==> src/verilog/icfg_defs.svh <==
`ifndef ICFG_DEFS_SVH
`define ICFG_DEFS_SVH

// register offsets
`define ICFG_ADDR_CFG4      8'h18
`define ICFG_ADDR_STATUS    8'h30
`define ICFG_ADDR_MASK      8'h31
`define ICFG_ADDR_ROUTE     8'h32
`define ICFG_ADDR_SYSMODE   8'h33

// reset values
`define ICFG_CFG4_RESET     8'h01
`define ICFG_ZERO_RESET     8'h00
// polarity and driver type survive a soft reset
`define ICFG_CFG4_KEEP      8'h03

// sensor_config_four fields
`define ICFG_B_TRIG_MODE    7
`define ICFG_B_WAKE_WT      6
`define ICFG_B_WAKE_OT      5
`define ICFG_B_WAKE_OR      4
`define ICFG_B_PULSE_OPT    3
`define ICFG_B_FUNC_SEL     2
`define ICFG_B_DRV_TYPE     1
`define ICFG_B_POLARITY     0

// event status bit positions
`define ICFG_EV_DRDY        0
`define ICFG_EV_OT          1
`define ICFG_EV_OR          2

// system_mode_status fields
`define ICFG_SM_TRIG        0
`define ICFG_SM_BOOT        1

// timing
`define ICFG_CLK_PERIOD_NS  4
`define ICFG_DRDY_PULSE_NS  32000
`define ICFG_STRAP_SETTLE   2'h3

`endif

==> src/verilog/icfg_pkg.sv <==
`default_nettype none

package icfg_pkg;

   typedef enum logic {
      PS_IDLE  = 1'b0,
      PS_PULSE = 1'b1
   } icfg_pulse_state_t;

   typedef enum logic [1:0] {
      DRV_PUSH_PULL = 2'b00,
      DRV_OPEN      = 2'b01,
      DRV_BOOT      = 2'b10,
      DRV_INPUT     = 2'b11
   } icfg_drive_t;

endpackage : icfg_pkg

`default_nettype wire

==> src/verilog/icfg_top.sv <==
`timescale 1ns/100ps
`default_nettype none

`include "icfg_defs.svh"

// What this block does
// - outside-threshold event wakes when enabled
// - orientation change wakes when enabled
// - level data-ready held until output read
// - pulse option gives 32 us pulse
// - pulse ORed with other pin events
// - boot mode ignores pulse option
// - function select 0: pin two outputs
// - trigger edge starts single or full
// - trigger enable shown in system status
// - trigger mode: events routed to pin two dropped, pin input
// - boot mode ignores function select
// - driver bit: push-pull or open
// - polarity, driver survive soft reset
// - boot mode forces open-drain drivers
// - polarity bit sets active level
// - boot mode forces active low
// - open drive asserts, else floats
module icfg_top #(
   parameter int CNT_W        = 16,
   parameter int PULSE_CYCLES = `ICFG_DRDY_PULSE_NS / `ICFG_CLK_PERIOD_NS,
   parameter int N_EXTRA      = 5
) (
   // clock and reset
   input  wire logic               CLK_I,
   input  wire logic               ARST_N_I,
   // register port
   input  wire logic [7:0]         ADDR_I,
   input  wire logic [7:0]         WDATA_I,
   input  wire logic               WR_I,
   input  wire logic               RD_I,
   output logic      [7:0]         RDATA_O,
   // device control
   input  wire logic               SOFT_RESET_I,
   input  wire logic               HIBERNATE_I,
   input  wire logic               DATA_READ_I,
   // detection events
   input  wire logic               DATA_READY_EVENT_I,
   input  wire logic               OUTSIDE_THR_EVENT_I,
   input  wire logic               ORIENT_EVENT_I,
   input  wire logic [N_EXTRA-1:0] EXTRA_EVENTS_I,
   // pins
   input  wire logic               BOOT_MODE_STRAP_I,
   input  wire logic               IRQ2_PIN_I,
   output logic                    IRQ1_O,
   output logic                    IRQ1_OE_O,
   output logic                    IRQ2_O,
   output logic                    IRQ2_OE_O,
   // to the measurement and power logic
   output logic                    WAKE_HOLD_O,
   output logic                    TRIG_SINGLE_O,
   output logic                    TRIG_FULL_O,
   output logic                    IRQ_O
);

   localparam int NEV = 3 + N_EXTRA;

   // registers
   logic [7:0]                  cfg4_reg;
   logic [7:0]                  cfg4_next;
   logic [NEV-1:0]              status_reg;
   logic [NEV-1:0]              status_next;
   logic [NEV-1:0]              mask_reg;
   logic [NEV-1:0]              mask_next;
   logic [NEV-1:0]              route_reg;
   logic [NEV-1:0]              route_next;
   logic [7:0]                  rdata_reg;
   logic [7:0]                  rdata_next;
   logic                        boot_reg;
   logic                        strap_done_reg;
   logic [1:0]                  strap_cnt_reg;
   icfg_pkg::icfg_pulse_state_t pulse_state_reg;
   icfg_pkg::icfg_pulse_state_t pulse_state_next;
   logic [CNT_W-1:0]            pulse_cnt_reg;
   logic [CNT_W-1:0]            pulse_cnt_next;
   logic [1:0]                  pin_out_reg;
   logic [1:0]                  pin_oe_reg;
   logic [1:0]                  pin_out_next;
   logic [1:0]                  pin_oe_next;
   logic                        wake_reg;
   logic                        wake_next;
   logic                        trig_single_reg;
   logic                        trig_full_reg;
   logic                        trig_single_next;
   logic                        trig_full_next;
   logic                        irq_reg;
   logic                        irq_next;

   // decode
   logic                        wr_cfg4;
   logic                        wr_status;
   logic                        wr_mask;
   logic                        wr_route;
   logic                        rd_cfg4;
   logic                        rd_status;
   logic                        rd_mask;
   logic                        rd_route;
   logic                        rd_sysmode;
   logic [7:0]                  sysmode_val;
   logic [7:0]                  status_rd;
   logic [7:0]                  mask_rd;
   logic [7:0]                  route_rd;

   // config views
   logic                        polarity;
   logic                        drv_open;
   logic                        pulse_mode;
   logic                        trig_en;
   logic                        trig_mode;

   // events and pins
   logic [NEV-1:0]              ev_vec;
   logic [NEV-1:0]              st_clr;
   logic [NEV-1:0]              level_src;
   logic [1:0]                  pin_act;
   logic                        pulse_start;
   logic                        pulse_active;
   logic                        pulse_cnt_zero;
   logic                        strap_level;
   logic                        trig_rise;
   icfg_pkg::icfg_drive_t       drv_mode [2];

   // synchronisers for the pins
   icfg_sync u_strap_sync (
      .clk_i    (CLK_I),
      .arst_n_i (ARST_N_I),
      .async_i  (BOOT_MODE_STRAP_I),
      .level_o  (strap_level),
      .rise_o   ()
   );

   icfg_sync u_trig_sync (
      .clk_i    (CLK_I),
      .arst_n_i (ARST_N_I),
      .async_i  (IRQ2_PIN_I),
      .level_o  (),
      .rise_o   (trig_rise)
   );

   // register decode
   assign wr_cfg4    = WR_I & (ADDR_I == `ICFG_ADDR_CFG4);
   assign wr_status  = WR_I & (ADDR_I == `ICFG_ADDR_STATUS);
   assign wr_mask    = WR_I & (ADDR_I == `ICFG_ADDR_MASK);
   assign wr_route   = WR_I & (ADDR_I == `ICFG_ADDR_ROUTE);
   assign rd_cfg4    = RD_I & (ADDR_I == `ICFG_ADDR_CFG4);
   assign rd_status  = RD_I & (ADDR_I == `ICFG_ADDR_STATUS);
   assign rd_mask    = RD_I & (ADDR_I == `ICFG_ADDR_MASK);
   assign rd_route   = RD_I & (ADDR_I == `ICFG_ADDR_ROUTE);
   assign rd_sysmode = RD_I & (ADDR_I == `ICFG_ADDR_SYSMODE);

   // config views; boot mode overrides several bits
   assign polarity   = cfg4_reg[`ICFG_B_POLARITY];
   assign drv_open   = cfg4_reg[`ICFG_B_DRV_TYPE];
   assign pulse_mode = cfg4_reg[`ICFG_B_PULSE_OPT] & ~boot_reg;
   assign trig_en    = cfg4_reg[`ICFG_B_FUNC_SEL] & ~boot_reg;
   assign trig_mode  = cfg4_reg[`ICFG_B_TRIG_MODE];

   // system mode status
   always_comb begin
      sysmode_val                = `ICFG_ZERO_RESET;
      sysmode_val[`ICFG_SM_TRIG] = trig_en;
      sysmode_val[`ICFG_SM_BOOT] = boot_reg;
   end

   // read mux; unmapped offsets read zero
   assign status_rd = 8'(status_reg);
   assign mask_rd   = 8'(mask_reg);
   assign route_rd  = 8'(route_reg);
   assign rdata_next = rd_cfg4    ? cfg4_reg    :
                       rd_status  ? status_rd   :
                       rd_mask    ? mask_rd     :
                       rd_route   ? route_rd    :
                       rd_sysmode ? sysmode_val :
                       `ICFG_ZERO_RESET;

   // hibernate loses everything; soft reset keeps polarity and driver type
   assign cfg4_next = HIBERNATE_I  ? `ICFG_CFG4_RESET :
                      SOFT_RESET_I ? ((cfg4_reg & `ICFG_CFG4_KEEP) |
                                      (`ICFG_CFG4_RESET & ~`ICFG_CFG4_KEEP)) :
                      wr_cfg4      ? WDATA_I :
                      cfg4_reg;

   assign mask_next  = (HIBERNATE_I | SOFT_RESET_I) ? '0 :
                       wr_mask ? WDATA_I[NEV-1:0] : mask_reg;
   assign route_next = (HIBERNATE_I | SOFT_RESET_I) ? '0 :
                       wr_route ? WDATA_I[NEV-1:0] : route_reg;

   // event status, write one to clear; a new event beats the clear
   assign ev_vec = {EXTRA_EVENTS_I, ORIENT_EVENT_I, OUTSIDE_THR_EVENT_I, DATA_READY_EVENT_I};

   genvar gi;
   generate
      for (gi = 0; gi < NEV; gi++) begin : g_status
         if (gi == `ICFG_EV_DRDY) begin : g_drdy
            // data-ready level also drops when the host reads the output data
            assign st_clr[gi] = (wr_status & WDATA_I[gi]) | DATA_READ_I;
         end else begin : g_other
            assign st_clr[gi] = wr_status & WDATA_I[gi];
         end
         assign status_next[gi] = (HIBERNATE_I | SOFT_RESET_I) ? 1'b0 :
                                  ev_vec[gi] | (status_reg[gi] & ~st_clr[gi]);
      end
   endgenerate

   // pin sources: in pulse mode the data-ready level is replaced by the pulse
   always_comb begin
      level_src = status_reg & mask_reg;
      if (pulse_mode) begin
         level_src[`ICFG_EV_DRDY] = 1'b0;
      end
   end

   // route bit 1 sends an event to pin two, 0 to pin one
   assign pin_act[0] = (|(level_src & ~route_reg)) |
                       (pulse_active & ~route_reg[`ICFG_EV_DRDY]);
   assign pin_act[1] = ~trig_en &
                       ((|(level_src & route_reg)) |
                        (pulse_active & route_reg[`ICFG_EV_DRDY]));

   assign irq_next = |(status_reg & mask_reg);

   // data-ready pulse timer; a new event restarts it
   assign pulse_start    = DATA_READY_EVENT_I & pulse_mode & mask_reg[`ICFG_EV_DRDY];
   assign pulse_active   = (pulse_state_reg == icfg_pkg::PS_PULSE);
   assign pulse_cnt_zero = (pulse_cnt_reg == '0);

   always_comb begin
      pulse_state_next = pulse_state_reg;
      pulse_cnt_next   = pulse_cnt_reg;
      unique case (pulse_state_reg)
         icfg_pkg::PS_IDLE: begin
            if (pulse_start) begin
               pulse_state_next = icfg_pkg::PS_PULSE;
               pulse_cnt_next   = CNT_W'(PULSE_CYCLES - 1);
            end
         end
         icfg_pkg::PS_PULSE: begin
            if (pulse_start) begin
               pulse_cnt_next = CNT_W'(PULSE_CYCLES - 1);
            end else if (pulse_cnt_zero || !pulse_mode) begin
               pulse_state_next = icfg_pkg::PS_IDLE;
               pulse_cnt_next   = '0;
            end else begin
               pulse_cnt_next = pulse_cnt_reg - CNT_W'(1);
            end
         end
      endcase
   end

   // driver selection per pin
   generate
      for (gi = 0; gi < 2; gi++) begin : g_pin
         assign drv_mode[gi] = boot_reg            ? icfg_pkg::DRV_BOOT   :
                               (gi == 1 && trig_en) ? icfg_pkg::DRV_INPUT :
                               drv_open            ? icfg_pkg::DRV_OPEN   :
                               icfg_pkg::DRV_PUSH_PULL;
         // push-pull drives the polarity-adjusted level
         assign pin_oe_next[gi] = (drv_mode[gi] == icfg_pkg::DRV_INPUT)     ? 1'b0 :
                                  (drv_mode[gi] == icfg_pkg::DRV_PUSH_PULL) ? 1'b1 :
                                  pin_act[gi];
         assign pin_out_next[gi] = (drv_mode[gi] == icfg_pkg::DRV_PUSH_PULL) ?
                                   ~(pin_act[gi] ^ polarity) :
                                   (drv_mode[gi] == icfg_pkg::DRV_OPEN) ?
                                   polarity : 1'b0;
      end
   endgenerate

   // wake sources
   assign wake_next = (OUTSIDE_THR_EVENT_I & cfg4_reg[`ICFG_B_WAKE_OT]) |
                      (ORIENT_EVENT_I & cfg4_reg[`ICFG_B_WAKE_OR]);

   // one edge starts the whole decimated measurement in full mode
   assign trig_full_next   = trig_rise & trig_en & trig_mode;
   assign trig_single_next = trig_rise & trig_en & ~trig_mode;

   // strap is caught once the synchroniser has settled after reset
   always_ff @(posedge CLK_I or negedge ARST_N_I) begin
      if (!ARST_N_I) begin
         strap_cnt_reg  <= 2'h0;
         strap_done_reg <= 1'b0;
         boot_reg       <= 1'b0;
      end else if (!strap_done_reg) begin
         strap_cnt_reg <= strap_cnt_reg + 2'h1;
         if (strap_cnt_reg == `ICFG_STRAP_SETTLE) begin
            strap_done_reg <= 1'b1;
            boot_reg       <= strap_level;
         end
      end
   end

   always_ff @(posedge CLK_I or negedge ARST_N_I) begin
      if (!ARST_N_I) begin
         cfg4_reg   <= `ICFG_CFG4_RESET;
         status_reg <= '0;
         mask_reg   <= '0;
         route_reg  <= '0;
         rdata_reg  <= `ICFG_ZERO_RESET;
      end else begin
         cfg4_reg   <= cfg4_next;
         status_reg <= status_next;
         mask_reg   <= mask_next;
         route_reg  <= route_next;
         rdata_reg  <= rdata_next;
      end
   end

   always_ff @(posedge CLK_I or negedge ARST_N_I) begin
      if (!ARST_N_I) begin
         pulse_state_reg <= icfg_pkg::PS_IDLE;
         pulse_cnt_reg   <= '0;
      end else begin
         pulse_state_reg <= pulse_state_next;
         pulse_cnt_reg   <= pulse_cnt_next;
      end
   end

   // pins idle low and undriven during reset, before polarity applies
   always_ff @(posedge CLK_I or negedge ARST_N_I) begin
      if (!ARST_N_I) begin
         pin_out_reg     <= 2'h0;
         pin_oe_reg      <= 2'h0;
         wake_reg        <= 1'b0;
         trig_single_reg <= 1'b0;
         trig_full_reg   <= 1'b0;
         irq_reg         <= 1'b0;
      end else begin
         pin_out_reg     <= pin_out_next;
         pin_oe_reg      <= pin_oe_next;
         wake_reg        <= wake_next;
         trig_single_reg <= trig_single_next;
         trig_full_reg   <= trig_full_next;
         irq_reg         <= irq_next;
      end
   end

   assign RDATA_O       = rdata_reg;
   assign IRQ1_O        = pin_out_reg[0];
   assign IRQ1_OE_O     = pin_oe_reg[0];
   assign IRQ2_O        = pin_out_reg[1];
   assign IRQ2_OE_O     = pin_oe_reg[1];
   assign WAKE_HOLD_O   = wake_reg;
   assign TRIG_SINGLE_O = trig_single_reg;
   assign TRIG_FULL_O   = trig_full_reg;
   assign IRQ_O         = irq_reg;

endmodule : icfg_top

`default_nettype wire

==> src/verilog/icfg_sync.sv <==
`timescale 1ns/100ps
`default_nettype none

module icfg_sync (
   // clock and reset
   input  wire logic clk_i,
   input  wire logic arst_n_i,
   // asynchronous level in
   input  wire logic async_i,
   // synchronised level and its rising edge
   output logic      level_o,
   output logic      rise_o
);

   logic meta_reg;
   logic sync_reg;
   logic last_reg;

   // meta_reg is read only by sync_reg
   always_ff @(posedge clk_i or negedge arst_n_i) begin
      if (!arst_n_i) begin
         meta_reg <= 1'b0;
         sync_reg <= 1'b0;
         last_reg <= 1'b0;
      end else begin
         meta_reg <= async_i;
         sync_reg <= meta_reg;
         last_reg <= sync_reg;
      end
   end

   assign level_o = sync_reg;
   assign rise_o  = sync_reg & ~last_reg;

endmodule : icfg_sync

`default_nettype wire

==> config.mk <==
export PLATFORM = sky130hd
export DESIGN_NAME = icfg_top
export DESIGN_NICKNAME = d
export VERILOG_FILES = /design/src/verilog/icfg_pkg.sv /design/src/verilog/icfg_top.sv /design/src/verilog/icfg_sync.sv
export VERILOG_INCLUDE_DIRS = /design/src /design/src/verilog
export SDC_FILE = /design/constraint.sdc
export NUM_CORES = 1
export LEC_CHECK = 0
export CAP_MARGIN = 10
export CORE_UTILIZATION = 63
export CTS_CLUSTER_DIAMETER = 200
export DETAILED_ROUTE_END_ITERATION = 12
export DONT_BUFFER_PORTS = 1
export PLACE_DENSITY = 0.79
export SYNTH_ARGS = -nofsm -noshare
export SYNTH_HDL_FRONTEND = slang
export SYNTH_SLANG_ARGS = --single-unit
==> constraint.sdc <==
create_clock -name CLK_I -period 2.7 [get_ports CLK_I]
set_input_delay 0.135 -clock CLK_I [delete_from_list [all_inputs] [get_ports CLK_I]]
set_output_delay 0.135 -clock CLK_I [all_outputs]
set_load 0.05 [all_outputs]
* After elaboration in Yosys (flattened, before gate mapping)
Index checks and enable logic that the tools add are counted.
** Storage, ports and cells
- Register bits after elaboration :: 74
- Input bits :: 33
- Output and inout port bits :: 16
- Word-level logic and storage cells :: 167
** Operators by class
- Add/subtract/negate cells :: 2
- Equal/unequal tests :: 12
- Muxes and demuxes :: 43
- Bitwise operators :: 74
- Reduce and logical (&&, ||, !) cells :: 14
** Operators by type and width (number)
- 2-to-1 mux 8 bit :: 11
- 2-to-1 mux 16 bit :: 3
- AND 1 bit :: 38
- == test 8 x 6 -> 1 bit (second input constant) :: 4
- case mux 16 bit (2 select lines) :: 1
- AND 8 bit :: 3
- OR reduction 8 bit :: 3
- 2-to-1 mux 1 bit :: 23
- NOT 1 bit :: 17
- zero test 16 bit :: 1
- subtractor 16 x 1 -> 16 bit (second input constant) :: 1
- bitwise OR 1 bit :: 13
- == test 8 x 5 -> 1 bit (second input constant) :: 1
- 2-to-1 mux 2 bit :: 4
- NOT 8 bit :: 1
- == test 2 bit (second input constant) :: 3
- nonzero test 2 bit :: 3
- == test 2 x 1 -> 1 bit (second input constant) :: 2
- zero test 2 bit :: 2
- AND reduction 2 bit :: 2
- nonzero test 3 bit :: 1
- adder 2 x 1 -> 2 bit (second input constant) :: 1
- inequality test 2 x 1 -> 1 bit (second input constant) :: 1
- inequality test 2 bit (second input constant) :: 1
- other kinds (4) :: 5

* Logic depth before layout (Yosys ltp)
Gate-level depths: netlist of the first run.
- Depth in word-level cells :: 10
- Gate-level depth with buffers :: 7
- Depth with buffers taken out :: 7

* Modules after synthesis
A second synthesis of the first run with hierarchy kept.
** Second synthesis, totals
- Cell total of the unflattened synthesis :: 377
- Area, all modules :: 3679.8 um^2
** Modules (own cells, without submodules)
- icfg_top :: instances 1, cells each 369, area an instance 3502.1 um^2, seq. area each 1727.9 um^2
- icfg_sync :: instances 2, cells each 4, area an instance 88.8 um^2, seq. area each 75.1 um^2

* Worst setup path after synthesis of the first run
No wires, ideal clock.
- Path type :: register -> register
- From :: register pulse_cnt_reg[0]
- To :: register pulse_cnt_reg[8]
- Library setup time :: 124 ps
- Data arrival time :: 1763 ps
- Data required time :: 2576 ps
- Path slack :: 813 ps
- Stages on the path, launching flop included :: 8
- Path buffers :: 0
- Path through :: dfrtp_1 inv_1 ha_1 nor3b_2 nand3_2 o311ai_4 nor4_1 a211o_1
** Between the ends
- Word-level cells in the longest chain between the ends :: 5
- Elaborated cells between the ends (all ways) :: 6
- Those cells by class :: add/sub: 1; mux: 3; reduce/logical: 2
** Ends and longest elaborated chain
- start, declared :: line icfg_top.sv:79 : logic [CNT_W-1:0] pulse_cnt_reg;
- start signal, assigned :: line icfg_top.sv:318 : pulse_cnt_reg <= pulse_cnt_next;
- parallel branches: the longest is 2 deep, another holds subtractor 16 x 1 -> 16 bit
- 2-to-1 mux 16 bit * :: line icfg_top.sv:245 : end else if (pulse_cnt_zero || !pulse_mode) begin
- 2-to-1 mux 16 bit * :: line icfg_top.sv:243 : if (pulse_start) begin
- case mux 16 bit (2 select lines) * :: line icfg_top.sv:235 : unique case (pulse_state_reg)
Every way passes the cells marked *.
A chain may end at the register's enable or synchronous reset.

* Worst setup path after layout of the first run
- From :: register pulse_cnt_reg[0]
- To :: register pulse_cnt_reg[7]
The elaborated chain is that of the path after synthesis.

==> results of run 1 <==
[worst paths after layout]
kind | end
worst min-delay path | status_rd[0]$_DFF_PN0_
worst max-delay path | pulse_cnt_reg[7]$_DFFE_PN0P_
min in group asynchronous | RDATA_O[5]$_DFF_PN0_
worst min register to register | u_trig_sync.level_o$_DFF_PN0_
worst max register to register | pulse_cnt_reg[7]$_DFFE_PN0P_
max in group asynchronous | cfg4_reg[0]$_DFFE_PN1P_
[stage by stage]
stage	setup WS, ns	cells
5_1_grt	0.262	476
4_1_cts	0.503	476
2_1_floorplan	0.813	363
3_5_place_dp	0.521	425
3_3_place_gp	0.635	425
6_report	0.470	476
[cells by family after synthesis]
logic type	after synthesis
fa+ha+maj	2
mux	26
buf+inv	21
compound gates	85
xor+xnor	3
simple gates	152
flops	74
[layout make-up]
| cell class | instances | share of cell area |
|---|---|---|
| clock buffer | 11 | 0.0306 |
| clock inverter | 5 | 0.0245 |
| inverter | 6 | 0.00525 |
| multi-input combinational | 268 | 0.392 |
| sequential | 74 | 0.432 |
| tap | 72 | 0.0210 |
| timing repair buffer | 40 | 0.0945 |
[critical path, delay by kind of cell, from the launching register on]
kind | cells | cell delay [ns]
flip-flops | 1 | 0.44
adder cells (fa/ha/maj) | 1 | 0.16
AO/OA/AOI/OAI | 3 | 0.95
buffers and inverters | 1 | 0.09
AND/OR/NAND/NOR | 2 | 0.48
[synth_stat cells (all sizes together) (6+ instances only)]
library cell	instances	area, sq um
o21ai	17	85.1
nor2	39	146
dfrtp	73	1830
nand3	22	120
a22oi	8	60.1
mux2i	24	240
o31ai	7	57.6
a21oi	26	130
clkbuf	10	37.5
nor2b	11	68.8
inv	6	22.5
nand2	32	120
nand4	12	75.1
[routing by layer]
layer | part of all wire | wire [um] | vias up
li1 | - | - | 1410
met1 | 0.40 | 3760 | 1537
met2 | 0.50 | 4710 | 151
met3 | 0.074 | 697 | 25
met4 | 0.026 | 249 | 0
met5 | 0 | 0 | -
[power by group through the flow]
stage	sequential, mW	clock, mW	combinational [mW]
floorplan	1.15	0	0.0422
global placement	1.16	0	0.0406
detailed placement	1.16	0	0.0417
CTS	1.14	1.04	0.107
global route	1.14	1.10	0.119
finish	1.14	1.03	0.109
[timing repair]
| action | 4_1_cts | 5_1_grt |
|---|---|---|
| endpoints found under the hold margin | 118 | 0 |
| setup buffers | 0 | 0 |
| hold buffers | 35 | 0 |
==> reports/metrics.yaml, run 1 <==
global_routing:
  grt_util_met2: 0.541
  grt_pass1_wl_um: 15600
  grt_pass1_vias: 3269
  grt.busiest_layer: "met2"
  track_usage: 0.344
  grt_max_degree: 75
  use_met1: 0.419
  antenna_found_initial: 0
  met3_usage: 0.116
  grt_overflow_total: 0
floorplan:
  die_y_um: 77.8
  dieArea_sq_um: 6060
  io_pins: 49
  initial_utilization: 0.654
  die_x_um: 77.8
  rows: 27
  design.core.area_sq_um: 5540
worst_setup_path:
  cp_slowest_cell: "o31ai_2"
  arrival_ns: 2.48
  crit_type: "register to register"
  end_kind: "register"
  start_kind: "register"
  cp_max_fo: 7
  crit_path_cell_trace: "inv_1, ha_1, nor3b_2, nand3_2, o31ai_2, o22ai_1, a21o_1"
  rrSetupSlack_ns: 0.47
  crit_start: "pulse_cnt_reg[0]$_DFFE_PN0P_"
  max_stage_delay_ns: 0.58
  required_ns: 2.95
  reg2reg_from: "pulse_cnt_reg[0]$_DFFE_PN0P_"
  rr_worst_depth: 7
layout:
  largest_reg_flops: 16
  diodes: 0
  fin_nets: 434
  final_util: 0.775
  fin_area_sq_um: 4290
  nFillCells: 361
  areaGrowthSynthToFinish_pct: 18.5
  layout_commonest_cell: "dfrtp_1"
  drive_gt1_frac: 0.0842
  mostFrequentLayoutCells: "73 x dfrtp_1, 39 x nor2_1, 34 x dlygate4sd3_1"
  multi_input_area_sq_um: 1680
  register_area_sq_um: 1850
detailed_routing:
  totalWireLength_um: 9420
  ant_nets: 0
  wire_per_inst_um: 19.8
  drc_errors: 0
  first_pass_iters: 5
  drt_iter0_markers: 273
  routed_via_density: 6.56
  dr_total_vias: 3123
clock_tree:
  clockBufferDepth: 2
  numCtsBuffers: 9
  clk_pin_slew_worst_paths_ns: 0.07
  cts_tree: "done"
  clock-root-buffer: "clkbuf_8"
  cts_htree_levels: 3
  cts_resized: 0
  clock_latency_ns: 0.36
  clock-sinks: 74
power:
  vdd_ir_drop_max_v: 0.000432
  p_leak_nw: 2.01
  power_frac_seq: 0.500
  power.switching_mw: 0.491
  power.internal_mw: 1.78
  power_frac_clock: 0.452
  pwr_density_cell_nw_per_um2: 530
  combPwrFrac: 0.048
  swShare: 0.216
  power_mw: 2.27
synth:
  synth_fa_ha_area_frac: 0.00691
  synth_fp_nets: 398
  synth_compound_area_frac: 0.157
  avgSynthCellArea_sq_um: 9.98
  synthXorXnorAreaFrac: 0.00725
  synthesis.area_sq_um: 3620
  synth-main-ff-cell: "dfrtp_1"
  ys_seq_area_frac: 0.512
  synthSimpleGateAreaFrac: 0.221
  synth-seq-cells: 74
  muxShareOfSynthArea: 0.0725
  yosys_warnings: 0
  synth_top_family_by_area: "simple AND/OR/NAND/NOR gates"
  synth_edf_count: 0
  async_reset_ff_frac: 1.00
  synth_cell_types: 54
  synth_cells: 363
placed_design:
  dpl-instance-area_sq_um: 3690
  port_buffers: 0
  hpwl_um: 5790
  place_congestion: 0.923
sta:
  period_share: 0.826
  tightest_slew_ns: 0.906
  setup_viol_count_final: 0
  period_minus_slack_ns: 2.23
  drv_slew: 0
  tns_ns: 0
  rsz0062_at_grt: "false"
  final-hold-violation-count: 0
  timing.hold.ws_ns: 0.0320
  timing.fmax_mhz: 448
  fin_skew_ns: 0.00807
  maxSlewHeadroom: 0.393
min_path:
  min_path_type: "input pin to register"
  hold_depth: 3
  worstHoldStart: "DATA_READ_I"
flow_run:
  maxCapViolCount: 0
status:
  status: "complete, no violations"
(Power assumes the default switching activity.)
==> inputs of run 2 (changes only) <==
clock period = 2.1 ns   (was 2.7 ns; I/O delays follow)
==> run 2 against run 1 <==
First-iteration DRC count grew 34%. Hold slack got worse by 0.024 ns. Combinational power grew 31%. Critical path depth is the same. Register-to-register slack worse by 0.32 ns. Via count rose by 1.4%. Global-route usage up 0.78 points. Clock skew rose by 0.0096 ns. Setup slack got worse by 0.39 ns. Sequential share of layout area down 0.57 points. Flip-flop and latch count did not move.
==> reports/metrics.yaml, run 2 (same netlist as run 1, synthesis figures left out) <==
worst_setup_path:
  rr_worst_depth: 7
  required_ns: 2.31
  crit_path_cell_trace: "nor4b_1, and3b_1, buf_4, nand4_1, a21oi_1, dlygate4sd3_1, nor2_1"
  start_kind: "input pin"
  cp_slowest_cell: "dlygate4sd3_1"
  end_kind: "register"
  arrival_ns: 2.23
  rrSetupSlack_ns: 0.15
  reg2reg_from: "pulse_cnt_reg[0]$_DFFE_PN0P_"
  cp_max_fo: 11
  max_stage_delay_ns: 0.58
  timing.rr.end: "pulse_cnt_reg[14]$_DFFE_PN0P_"
  crit_type: "input pin to register"
placed_design:
  dp_cells: 431
  hpwl_um: 5850
  place_congestion: 0.894
  port_buffers: 0
global_routing:
  track_usage: 0.351
  grt_pass1_wl_um: 16000
  grt_max_degree: 75
  grt_overflow_total: 0
  grt_pass1_vias: 3164
  antenna_found_initial: 0
min_path:
  min_path_type: "input pin to register"
  worstHoldStart: "WDATA_I[6]"
  min_to: "status_rd[6]$_DFF_PN0_"
  hold_depth: 3
clock_tree:
  clock_latency_ns: 0.36
  cts_tree: "done"
  clock-sinks: 74
  clock-root-buffer: "clkbuf_8"
  clockBufferDepth: 2
  numCtsBuffers: 9
  cts_htree_levels: 3
  clk_pin_slew_worst_paths_ns: 0.07
floorplan:
  design.core.area_sq_um: 5540
  io_pins: 49
  dieArea_sq_um: 6060
  initial_utilization: 0.654
  rows: 27
  die_y_um: 77.8
  die_x_um: 77.8
sta:
  rsz0062_at_grt: "false"
  tns_ns: 0
  fin_skew_ns: 0.0177
  final-hold-violation-count: 0
  period_share: 0.960
  drv_slew: 0
  period_minus_slack_ns: 2.02
  setup_viol_count_final: 0
  maxSlewHeadroom: 0.585
  tightest_slew_ns: 0.623
  timing.fmax_mhz: 496
detailed_routing:
  ant_nets: 0
  totalWireLength_um: 9810
  dr_total_vias: 3167
  drt_iter0_markers: 365
  drc_errors: 0
  routed_via_density: 6.54
  wire_per_inst_um: 20.3
  first_pass_iters: 5
layout:
  mostFrequentLayoutCells: "73 x dfrtp_1, 38 x nor2_1, 34 x dlygate4sd3_1"
  layout_commonest_cell: "dfrtp_1"
  final_cells: 484
  fin_nets: 442
  largest_reg_flops: 16
  areaGrowthSynthToFinish_pct: 20.1
  drive_gt1_frac: 0.107
  nFillCells: 358
  diodes: 0
  multi_input_area_sq_um: 1710
  register_area_sq_um: 1850
power:
  vdd_ir_drop_max_v: 0.000644
  pwr_density_cell_nw_per_um2: 650
  p_leak_nw: 2.03
status:
  status: "complete, no violations"
flow_run:
  maxCapViolCount: 0
==> run 2: per-layer routing <==
layer | up-vias | track usage | wire length (um)
met4 | 0 | 0.179 | 373
met5 | - | 0 | 0
met1 | 1540 | 0.444 | 4040
li1 | 1424 | - | -
met3 | 39 | 0.0659 | 587
met2 | 164 | 0.576 | 4810
==> run 2: stage by stage <==
| stage | utilization | power [mW] | instance area (sq um) | hold slack [ns] | worst slack [ns] |
|---|---|---|---|---|---|
| 4_1_cts | 0.778 | 2.80 | 4310 | 0.00157 | 0.0946 |
| 6_report | 0.785 | 2.83 | 4350 | 0.00825 | 0.0833 |
| 3_5_place_dp | 0.674 | 1.54 | 3730 | -0.189 | 0.106 |
| 5_1_grt | 0.785 | 2.90 | 4350 | 0.0290 | 0.0131 |
| 3_3_place_gp | 0.674 | 1.54 | 3730 | -0.189 | 0.216 |
| 2_1_floorplan | - | 1.54 | 3620 | -0.191 | 0.213 |
==> run 2: where the power goes <==
part,switching (mW),internal (mW),total [mW]
clock network,0.553,0.668,1.22
registers,0.0227,1.44,1.46
logic,0.0806,0.0628,0.143
total,0.656,2.17,2.83
==> run 2: worst max-delay path by stage <==
stage,startpoint,end,slack (ns)
final,ADDR_I[2],status_rd[4]$_DFF_PN0_,0.08
after global placement,pulse_cnt_reg[0]$_DFFE_PN0P_,pulse_cnt_reg[14]$_DFFE_PN0P_,0.22
after floorplan,pulse_cnt_reg[0]$_DFFE_PN0P_,pulse_cnt_reg[8]$_DFFE_PN0P_,0.21
after detailed placement,pulse_cnt_reg[0]$_DFFE_PN0P_,pulse_cnt_reg[14]$_DFFE_PN0P_,0.11
after CTS,pulse_cnt_reg[0]$_DFFE_PN0P_,pulse_cnt_reg[14]$_DFFE_PN0P_,0.09
after global routing,pulse_cnt_reg[0]$_DFFE_PN0P_,pulse_cnt_reg[14]$_DFFE_PN0P_,0.01
==> run 2: what timing repair did <==
item | in CTS | in global routing
endpoints found under the setup margin | 0 | 11
hold buffers | 35 | 0
gates resized for setup | 0 | 6
setup buffers | 0 | 2
hold endpoints to repair | 117 | 0
==> run 2: area by class of cell <==
class | instances | share of cell area
multi-input cells | 268 | 0.392
repair buffers | 48 | 0.107
clock inverters | 5 | 0.0184
well taps | 72 | 0.0207
inverters | 6 | 0.00518
clock buffers | 11 | 0.0302
flip-flops and latches | 74 | 0.426
==> run 2: worst max-delay path: cells and delay by family <==
kind	cells	cell delay, ns
and+or+nand+nor	4	1.11
buffers and inverters	2	0.83
AOI/OAI and AO/OA	1	0.18
